==> src/rtl/csp_pkg.sv <==
// Package of constants and carrier types for the core status and prescaler configuration block
//
// Overview of operation
// - Add sets nibble overflow flag on carry out of bit 3, else clears.
// - Prescaler configuration register is 8 bits wide and write-only.
// - Configuration-load instruction copies the accumulator into the configuration register.
// - Any reset sets all eight configuration bits to one.
// - Direction bit 0 disables pull-up and wake-on-change for that pin.
// - Timer source select 1 overrides pin direction on timer clock pin.
// - Sleep flag set at power-up or watchdog clear, cleared by sleep.
// - Zero flag follows whether an add, subtract or logic result equals zero.
package csp_pkg;

    // ************************************************************
    // Register map
    // ************************************************************
    localparam logic [4:0] STATUS_ADDR = 5'h03;

    // ************************************************************
    // Status field positions
    // ************************************************************
    localparam int ST_CARRY = 0;
    localparam int ST_NIBBLE = 1;
    localparam int ST_ZERO = 2;
    localparam int ST_SLEEP = 3;
    localparam int ST_WDOG = 4;
    localparam int ST_PAGE = 5;
    localparam int ST_RSVD = 6;
    localparam int ST_WAKE = 7;

    // ************************************************************
    // Configuration field positions and reset value
    // ************************************************************
    localparam int CFG_WAKE_DIS = 7;
    localparam int CFG_PULLUP_DIS = 6;
    localparam int CFG_T0_SRC = 5;
    localparam logic [7:0] CFG_RESET = 8'hFF;
    localparam logic [7:0] ST_WRITE_MASK = 8'hA0;

    // ************************************************************
    // Operation codes for the flag update port
    // ************************************************************
    typedef enum logic [2:0] {
        CSP_OP_NONE = 3'b000,
        CSP_OP_ADD = 3'b001,
        CSP_OP_SUB = 3'b010,
        CSP_OP_RRF = 3'b011,
        CSP_OP_RLF = 3'b100,
        CSP_OP_LOGIC = 3'b101
    } csp_op_t;

    // Operands of one arithmetic or logic operation
    typedef struct packed {
        csp_op_t op;
        logic [7:0] accum;
        logic [7:0] file_val;
    } csp_alu_req_t;

    // Reset cause presented with the reset pulse
    typedef struct packed {
        logic power_up;
        logic wake_pin_change;
    } csp_reset_cause_t;

endpackage : csp_pkg

==> src/rtl/csp_core_status.sv <==
// Core status register, prescaler configuration register and pin override logic
module csp_core_status #(
    parameter int PIN_COUNT = 8,
    parameter int T0_PIN = 2
) (
    // Clock and reset
    input wire logic sys_clk_in,
    input wire logic reset_in,
    input wire csp_pkg::csp_reset_cause_t reset_cause_in,
    // Operation events
    input wire csp_pkg::csp_alu_req_t alu_req_in,
    input wire logic config_load_in,
    input wire logic watchdog_clear_op_in,
    input wire logic sleep_op_in,
    input wire logic watchdog_timeout_in,
    // Status register write port
    input wire logic status_wr_in,
    input wire logic [4:0] status_addr_in,
    input wire logic [7:0] status_wdata_in,
    // Pin direction
    input wire logic [PIN_COUNT-1:0] pin_direction_reg_in,
    // Outputs
    output logic [7:0] status_out,
    output logic [7:0] alu_result_out,
    output logic [PIN_COUNT-1:0] pullup_en_out,
    output logic [PIN_COUNT-1:0] wake_en_out,
    output logic [PIN_COUNT-1:0] pin_input_out
);

    // ************************************************************
    // Registers
    // ************************************************************
    logic [7:0] status;
    logic [7:0] next_status;
    logic [7:0] reset_status;
    logic [7:0] prescaler_config;
    logic [7:0] next_prescaler_config;
    logic [7:0] alu_result;
    logic [7:0] next_alu_result;
    logic [PIN_COUNT-1:0] pullup_en;
    logic [PIN_COUNT-1:0] next_pullup_en;
    logic [PIN_COUNT-1:0] wake_en;
    logic [PIN_COUNT-1:0] next_wake_en;
    logic [PIN_COUNT-1:0] pin_input;
    logic [PIN_COUNT-1:0] next_pin_input;

    // ************************************************************
    // Status and configuration next state
    // ************************************************************
    always_comb begin
        logic [4:0] low_sum;
        logic [8:0] full_sum;
        logic [7:0] res;
        logic write_hit;
        low_sum = 5'h00;
        full_sum = 9'h000;
        res = 8'h00;
        write_hit = status_wr_in && (status_addr_in == csp_pkg::STATUS_ADDR);
        next_status = status;
        next_alu_result = alu_result;
        // Software may write only the wake flag and page bit; reserved bit 6 is held at zero
        if (write_hit) begin
            next_status = (status & ~csp_pkg::ST_WRITE_MASK) | (status_wdata_in & csp_pkg::ST_WRITE_MASK);
        end
        case (alu_req_in.op)
            csp_pkg::CSP_OP_ADD: begin
                low_sum = {1'b0, alu_req_in.file_val[3:0]} + {1'b0, alu_req_in.accum[3:0]};
                full_sum = {1'b0, alu_req_in.file_val} + {1'b0, alu_req_in.accum};
                res = full_sum[7:0];
                next_status[csp_pkg::ST_NIBBLE] = low_sum[4];
                next_status[csp_pkg::ST_CARRY] = full_sum[8];
                next_status[csp_pkg::ST_ZERO] = (res == 8'h00);
                next_alu_result = res;
            end
            csp_pkg::CSP_OP_SUB: begin
                // Carry and nibble flag read as not-borrow
                low_sum = {1'b0, alu_req_in.file_val[3:0]} + {1'b0, ~alu_req_in.accum[3:0]} + 5'h01;
                full_sum = {1'b0, alu_req_in.file_val} + {1'b0, ~alu_req_in.accum} + 9'h001;
                res = full_sum[7:0];
                next_status[csp_pkg::ST_NIBBLE] = low_sum[4];
                next_status[csp_pkg::ST_CARRY] = full_sum[8];
                next_status[csp_pkg::ST_ZERO] = (res == 8'h00);
                next_alu_result = res;
            end
            csp_pkg::CSP_OP_RRF: begin
                next_alu_result = {status[csp_pkg::ST_CARRY], alu_req_in.file_val[7:1]};
                next_status[csp_pkg::ST_CARRY] = alu_req_in.file_val[0];
            end
            csp_pkg::CSP_OP_RLF: begin
                next_alu_result = {alu_req_in.file_val[6:0], status[csp_pkg::ST_CARRY]};
                next_status[csp_pkg::ST_CARRY] = alu_req_in.file_val[7];
            end
            csp_pkg::CSP_OP_LOGIC: begin
                res = alu_req_in.accum & alu_req_in.file_val;
                next_status[csp_pkg::ST_ZERO] = (res == 8'h00);
                next_alu_result = res;
            end
            default: begin
                next_alu_result = alu_result;
            end
        endcase
        // Watchdog clear sets sleep flag; sleep clears it
        if (watchdog_clear_op_in) begin
            next_status[csp_pkg::ST_SLEEP] = 1'b1;
            next_status[csp_pkg::ST_WDOG] = 1'b1;
        end else if (sleep_op_in) begin
            next_status[csp_pkg::ST_SLEEP] = 1'b0;
            next_status[csp_pkg::ST_WDOG] = 1'b1;
        end
        // Time-out clears the watchdog flag and wins over the instructions
        if (watchdog_timeout_in) begin
            next_status[csp_pkg::ST_WDOG] = 1'b0;
        end
        next_status[csp_pkg::ST_RSVD] = 1'b0;
    end

    // ************************************************************
    // Status value taken while reset is held
    // ************************************************************
    always_comb begin
        // Arithmetic flags keep their values across a reset; the page bit keeps its value across any reset but power-up
        reset_status = status;
        // Wake flag follows the reset cause
        reset_status[csp_pkg::ST_WAKE] = reset_cause_in.wake_pin_change & ~reset_cause_in.power_up;
        reset_status[csp_pkg::ST_RSVD] = 1'b0;
        // Only a power-up gives the page and power flags fixed values
        if (reset_cause_in.power_up) begin
            reset_status[csp_pkg::ST_PAGE] = 1'b0;
            reset_status[csp_pkg::ST_WDOG] = 1'b1;
            reset_status[csp_pkg::ST_SLEEP] = 1'b1;
        end
    end

    always_ff @(posedge sys_clk_in) begin
        if (reset_in) begin
            status <= reset_status;
        end else begin
            status <= next_status;
        end
    end

    // Cleared by reset so a stale result never outlives a restart
    always_ff @(posedge sys_clk_in) begin
        if (reset_in) begin
            alu_result <= 8'h00;
        end else begin
            alu_result <= next_alu_result;
        end
    end

    // ************************************************************
    // Prescaler configuration register
    // ************************************************************
    always_comb begin
        next_prescaler_config = prescaler_config;
        if (config_load_in) begin
            next_prescaler_config = alu_req_in.accum;
        end
    end

    // Software cannot read it back; it only steers the pin overrides below
    always_ff @(posedge sys_clk_in) begin
        if (reset_in) begin
            prescaler_config <= csp_pkg::CFG_RESET;
        end else begin
            prescaler_config <= next_prescaler_config;
        end
    end

    // ************************************************************
    // Per-pin pull-up, wake and direction overrides
    // ************************************************************
    // T0_PIN must lie below PIN_COUNT, or no pin is ever forced to input
    for (genvar i = 0; i < PIN_COUNT; i++) begin : g_pin
        always_comb begin
            // Output direction kills pull-up and wake
            next_pullup_en[i] = pin_direction_reg_in[i] & ~prescaler_config[csp_pkg::CFG_PULLUP_DIS];
            next_wake_en[i] = pin_direction_reg_in[i] & ~prescaler_config[csp_pkg::CFG_WAKE_DIS];
            // Timer source forces the clock pin to input
            if (i == T0_PIN) begin
                next_pin_input[i] = pin_direction_reg_in[i] | prescaler_config[csp_pkg::CFG_T0_SRC];
            end else begin
                next_pin_input[i] = pin_direction_reg_in[i];
            end
        end
    end

    always_ff @(posedge sys_clk_in) begin
        if (reset_in) begin
            pullup_en <= '0;
            wake_en <= '0;
            pin_input <= '1;
        end else begin
            pullup_en <= next_pullup_en;
            wake_en <= next_wake_en;
            pin_input <= next_pin_input;
        end
    end

    // ************************************************************
    // Outputs, each straight from a flip-flop
    // ************************************************************
    assign status_out = status;
    assign alu_result_out = alu_result;
    assign pullup_en_out = pullup_en;
    assign wake_en_out = wake_en;
    assign pin_input_out = pin_input;

endmodule : csp_core_status

==> config.mk <==
export PLATFORM = sky130hd
export DESIGN_NAME = csp_core_status
export DESIGN_NICKNAME = d
export VERILOG_FILES = /design/src/rtl/csp_pkg.sv /design/src/rtl/csp_core_status.sv
export SDC_FILE = /design/constraint.sdc
export NUM_CORES = 1
export LEC_CHECK = 0
export BUFFER_PORTS_ARGS = -buffer_cell sky130_fd_sc_hd__buf_2
export CAP_MARGIN = 10
export CORE_MARGIN = 4
export CORE_UTILIZATION = 40
export CTS_BUF_LIST = sky130_fd_sc_hd__clkbuf_4
export CTS_CLUSTER_SIZE = 25
export DETAILED_ROUTE_END_ITERATION = 12
export PLACE_DENSITY_LB_ADDON = 0.1
export SYNTH_ARGS = -nofsm -noshare
export SYNTH_HDL_FRONTEND = slang
export SYNTH_SLANG_ARGS = --single-unit
==> constraint.sdc <==
create_clock -name sys_clk_in -period 3.65 [get_ports sys_clk_in]
set_input_delay 0.73 -clock sys_clk_in [delete_from_list [all_inputs] [get_ports sys_clk_in]]
set_output_delay 0.73 -clock sys_clk_in [all_outputs]
set_load 0.05 [all_outputs]
* Word-level counts from Yosys, hierarchy flattened
Index checks and enable logic that the tools add are counted.
** Cells by class
- Multiplexer cells :: 10
- Bitwise operators :: 26
- Equality and inequality tests :: 7
- Reduce and logical (&&, ||, !) cells :: 17
- Add/subtract/negate cells :: 6
** Operator list (count)
- case mux 8 bit (5 select lines) :: 1
- zero test 8 bit :: 3
- adder 8 x 8 -> 9 bit :: 2
- AND 1 bit :: 17
- two-way mux 8 bit :: 2
- nonzero test 5 bit :: 3
- AND reduction 2 bit :: 6
- adder 4 x 4 -> 5 bit :: 2
- adder 9 x 1 -> 9 bit, second input constant :: 1
- AND 8 bit :: 1
- inverter 8 bit :: 1
- OR 7 x 8 -> 8 bit :: 1
- nonzero test 4 bit :: 2
- == test 3 x 2 -> 1 bit, second input constant :: 2
- == test 3 bit, second input constant :: 2
- adder 5 x 1 -> 5 bit, second input constant :: 1
- == test 5 x 2 -> 1 bit, second input constant :: 1
- two-way mux 2 bit :: 2
- inverter 1 bit :: 4
- inverter 4 bit :: 1
- case mux 1 bit (4 select lines) :: 1
- == test 3 x 1 -> 1 bit, second input constant :: 1
- two-way mux 3 bit :: 1
- case mux 1 bit (3 select lines) :: 1
- other kinds (7) :: 7
** Storage, ports and cells
- Bits in registers :: 48
- Output and inout bits :: 40

* Longest topological paths before layout
- Depth after elaboration :: 7
- Depth in mapped cells :: 10
- Gate-level depth less buffers :: 10

* Worst setup path before layout
Ideal clock, no wire load.
- Path type :: input to register
- From :: input alu_req_in[0] (netlist bit)
- To :: register with a tool-made name
- Setup slack :: 0.713 ns
- Data required time :: 3.493 ns
- Path buffers :: 0
- Library setup time :: 0.157 ns
- Arrival :: 2.780 ns
- Stages :: 10
- Cell sequence :: inv_1 -> ha_1 -> inv_1 -> fa_1 -> a21o_1 -> a311o_1 -> a21oi_2 -> xnor2_1 -> or4_1 -> o221ai_2
** RTL lines
- from (decl) :: line csp_core_status.sv:11 : input wire csp_pkg::csp_alu_req_t alu_req_in,

==> results.cfg <==
[power_and_ir_drop]
pwr-share-clk = 0.215
power_switching_w = 0.000415
p_leak_nw = 1.43
power_switching_share = 0.372
ir_drop_uv = 271
power.internal_w = 0.000700
combinationalPowerShare = 0.331
power.density_nw_per_um2 = 358
seqPwrFrac = 0.454

[place]
dpl-instance-area_um2 = 3060
place_congestion = 0.851
dp_hpwl_mm = 5.18
port_buffers = 81

[timing]
timing.fmax_ghz = 0.335
worst_clock_skew_ps = 6.82
fin_crit_sh = 0.818
fin_tns_setup_ps = 0
slew_headroom = 0.544
finalHoldViolCount = 0
setup_viol = 0
tightest_slew_ps = 684
min_period_ps = 2990
rsz0062_at_grt = false
slew_viol_final = 0

[critical_path]
worstPathMaxFanout = 4
crit_path_max_incr_delay_ps = 460
crit_family = compound AO/OA/AOI/OAI gates
cp-startpoint = alu_req_in[8]
cp.depth = 10
cp-start-kind = input pin
cp.arrival_ps = 3090
critPathCaptureType = flip-flop
r2r_cells = 5
cp_data_required_time_ps = 3750
path_buf_inv = 2
worstSetupPathType = in -> reg
r2r_setup_slack_ps = 2250
crit_path_cell_trace = buf_2, ha_1, fa_1, nand2b_1, a221oi_1, mux2_1, a2111oi_0, buf_4, or4_1, o221ai_2
timing.rr.end = alu_result_out[7]
slowest_stage = a2111oi_0

[synthesis]
synth_edf_count = 7
netlist_area_um2 = 2600
synthFlopType = dfxtp_1
postSynth.asyncResetShare = 0
synth-seq-area-share = 0.350
synth_adder_area_share = 0.0972
synth-compound-area-share = 0.213
synth_seq_cells = 42
synth_top_family_by_area = simple AND/OR/NAND/NOR gates
synth_xor_area_frac = 0.0202
synthSimpleGateAreaFrac = 0.244
synth_nets = 376
synthCells = 308
syn_avg_cell_area_um2 = 8.44
synth_warnings = 0
synth_cell_type_count = 55
muxShareOfSynthArea = 0.0159

[die]
placementRows = 29
coreArea_um2 = 6310
die_area_um2 = 7850
die_y_um = 88.6
io_pins = 89
fp.dieW_um = 88.6
start_util = 0.412

[hold_path]
hp-class = reg -> reg

[clocking]
clock-sinks = 42
cts_buffer_depth = 2
ctsHtreeMaxLevel = 2
cts_tree = yes
clk_latency_ps = 340
cts_hold_buf = 0
cts-buffers-inserted = 5
cts.clk_slew.worst_paths_ps = 130
clockRootBuffer = clkbuf_4
cts_setup_buffers = 0
ctsResizeCount = 0

[global_routing]
grt_max_degree = 34
grt_antenna_before_repair = 0
grt_pass1_vias = 2147
track_usage = 0.165
overflow = 0
grt_pass1_wl_mm = 10.3

[routing]
drt-initial-drc-count = 153
postRouteAntennaNets = 0
wl_mm = 6.63
dr_total_vias = 2397
viasPerCell = 5.20
wl_per_cell_um = 14.4
route.detailed.drc = 0
dr.pass1.iters = 7

[final_layout]
syn_to_final_growth_pct = 20.0
layout-drive-gt1-share = 0.273
final_nets = 451
fin_util = 0.494
fin_area_um2 = 3120
diodes = 0

[flow_run]
max_cap_violations = 0

[outcome]
outcome = finished, final reports clean
-- layer usage --
layer  up-vias  GRT usage  wire length (um)
met5         -          0                 0
met2        76      0.265              3060
li1       1226          -                 -
met4         0     0.0440                73
met3         4     0.0233               503
met1      1091      0.231              3000
-- state kept, by name (all words and copies together) (netlist names), named ones only --
| register | flops |
|---|---|
| status_out | 4 |
| pullup_en_out | 8 |
| pin_input_out | 8 |
| alu_result_out | 8 |
| wake_en_out | 8 |
| prescaler_config | 3 |
-- kinds of logic (layout without fill, tap and decap cells) --
group / after synthesis / in the layout
buffers and inverters: 37 / 113
xor gates and xnor gates: 6 / 6
muxes: 4 / 4
AOI/OAI and AO/OA: 79 / 79
adders and majority gates: 19 / 19
DFF: 42 / 42
other: 1 / 1
and+or+nand+nor: 120 / 120
-- cell usage after synthesis, drive strengths merged (2+ instances only) --
cell | number | share of area
a2111oi | 3 | 0.010
a211o | 4 | 0.013
a211oi | 6 | 0.017
a21boi | 3 | 0.0087
a21o | 4 | 0.012
a21oi | 17 | 0.034
a221oi | 2 | 0.0091
a222oi | 2 | 0.0077
a31oi | 3 | 0.0072
and2 | 19 | 0.046
buf | 4 | 0.010
clkbuf | 13 | 0.019
dfxtp | 35 | 0.27
edfxtp | 7 | 0.081
fa | 2 | 0.015
ha | 17 | 0.082
inv | 20 | 0.029
mux2i | 3 | 0.012
nand2 | 17 | 0.025
nand2b | 7 | 0.017
nand3 | 4 | 0.0077
nand3b | 2 | 0.0058
nor2 | 29 | 0.042
nor2b | 12 | 0.029
nor3 | 10 | 0.019
nor3b | 3 | 0.0087
o21a | 3 | 0.0087
o21ai | 15 | 0.029
o21bai | 2 | 0.0058
o221ai | 2 | 0.0091
o311ai | 2 | 0.0067
o31ai | 5 | 0.014
or2 | 8 | 0.019
or3 | 3 | 0.0072
or4 | 3 | 0.0087
xor2 | 5 | 0.017
-- how the worst min path moves through the flow --
stage | start | end | slack, ps | cells after the start
after floorplan | prescaler_config[5] | pin_input_out[2] | 410 | 1
after global placement | prescaler_config[5] | pin_input_out[2] | 420 | 1
after detailed placement | prescaler_config[5] | pin_input_out[2] | 420 | 1
after CTS | prescaler_config[5] | pin_input_out[2] | 460 | 1
after global routing | prescaler_config[5] | pin_input_out[2] | 470 | 1
final | prescaler_config[5] | pin_input_out[2] | 450 | 1
-- cells in the final DEF (no fill, tap or decap), types with 7 or more instances in the layout --
cell and instances:
ha_1 17, dfxtp_1 35, nand2b_1 7, nor3_1 10, nand2_1 17, buf_2 81, edfxtp_1 7, or2_2 8
nor2b_1 12, o21ai_0 13, inv_1 19, a21oi_1 16, and2_1 19, nor2_1 29
-- area by class of cell --
cell class | count | area (um2)
Fill cell | 661 | 3190
Sequential cell | 42 | 911
Clock inverter | 3 | 25.0
Timing Repair Buffer | 85 | 435
Tap cell | 77 | 96.3
Inverter | 20 | 75.1
Multi-Input combinational cell | 229 | 1540
Clock buffer | 5 | 37.5
-- metrics by stage --
step           power, W  worst slack, ps  hold slack, ps  std cells
2_1_floorplan  0.000782              713             407        308
3_3_place_gp   0.000884              390             417        453
3_5_place_dp   0.000887              239             425        453
4_1_cts         0.00113              628             459        461
5_1_grt         0.00118              413             471        461
6_report        0.00112              664             455        461
-- power by group through the flow --
stage | sequential [W] | combinational (W) | clock, W
2_1_floorplan | 0.000604 | 0.000177 | 0
3_3_place_gp | 0.000517 | 0.000367 | 0
3_5_place_dp | 0.000517 | 0.000370 | 0
4_1_cts | 0.000507 | 0.000371 | 0.000252
5_1_grt | 0.000510 | 0.000403 | 0.000264
6_report | 0.000507 | 0.000369 | 0.000240
Power figures use the tool's default switching activity.
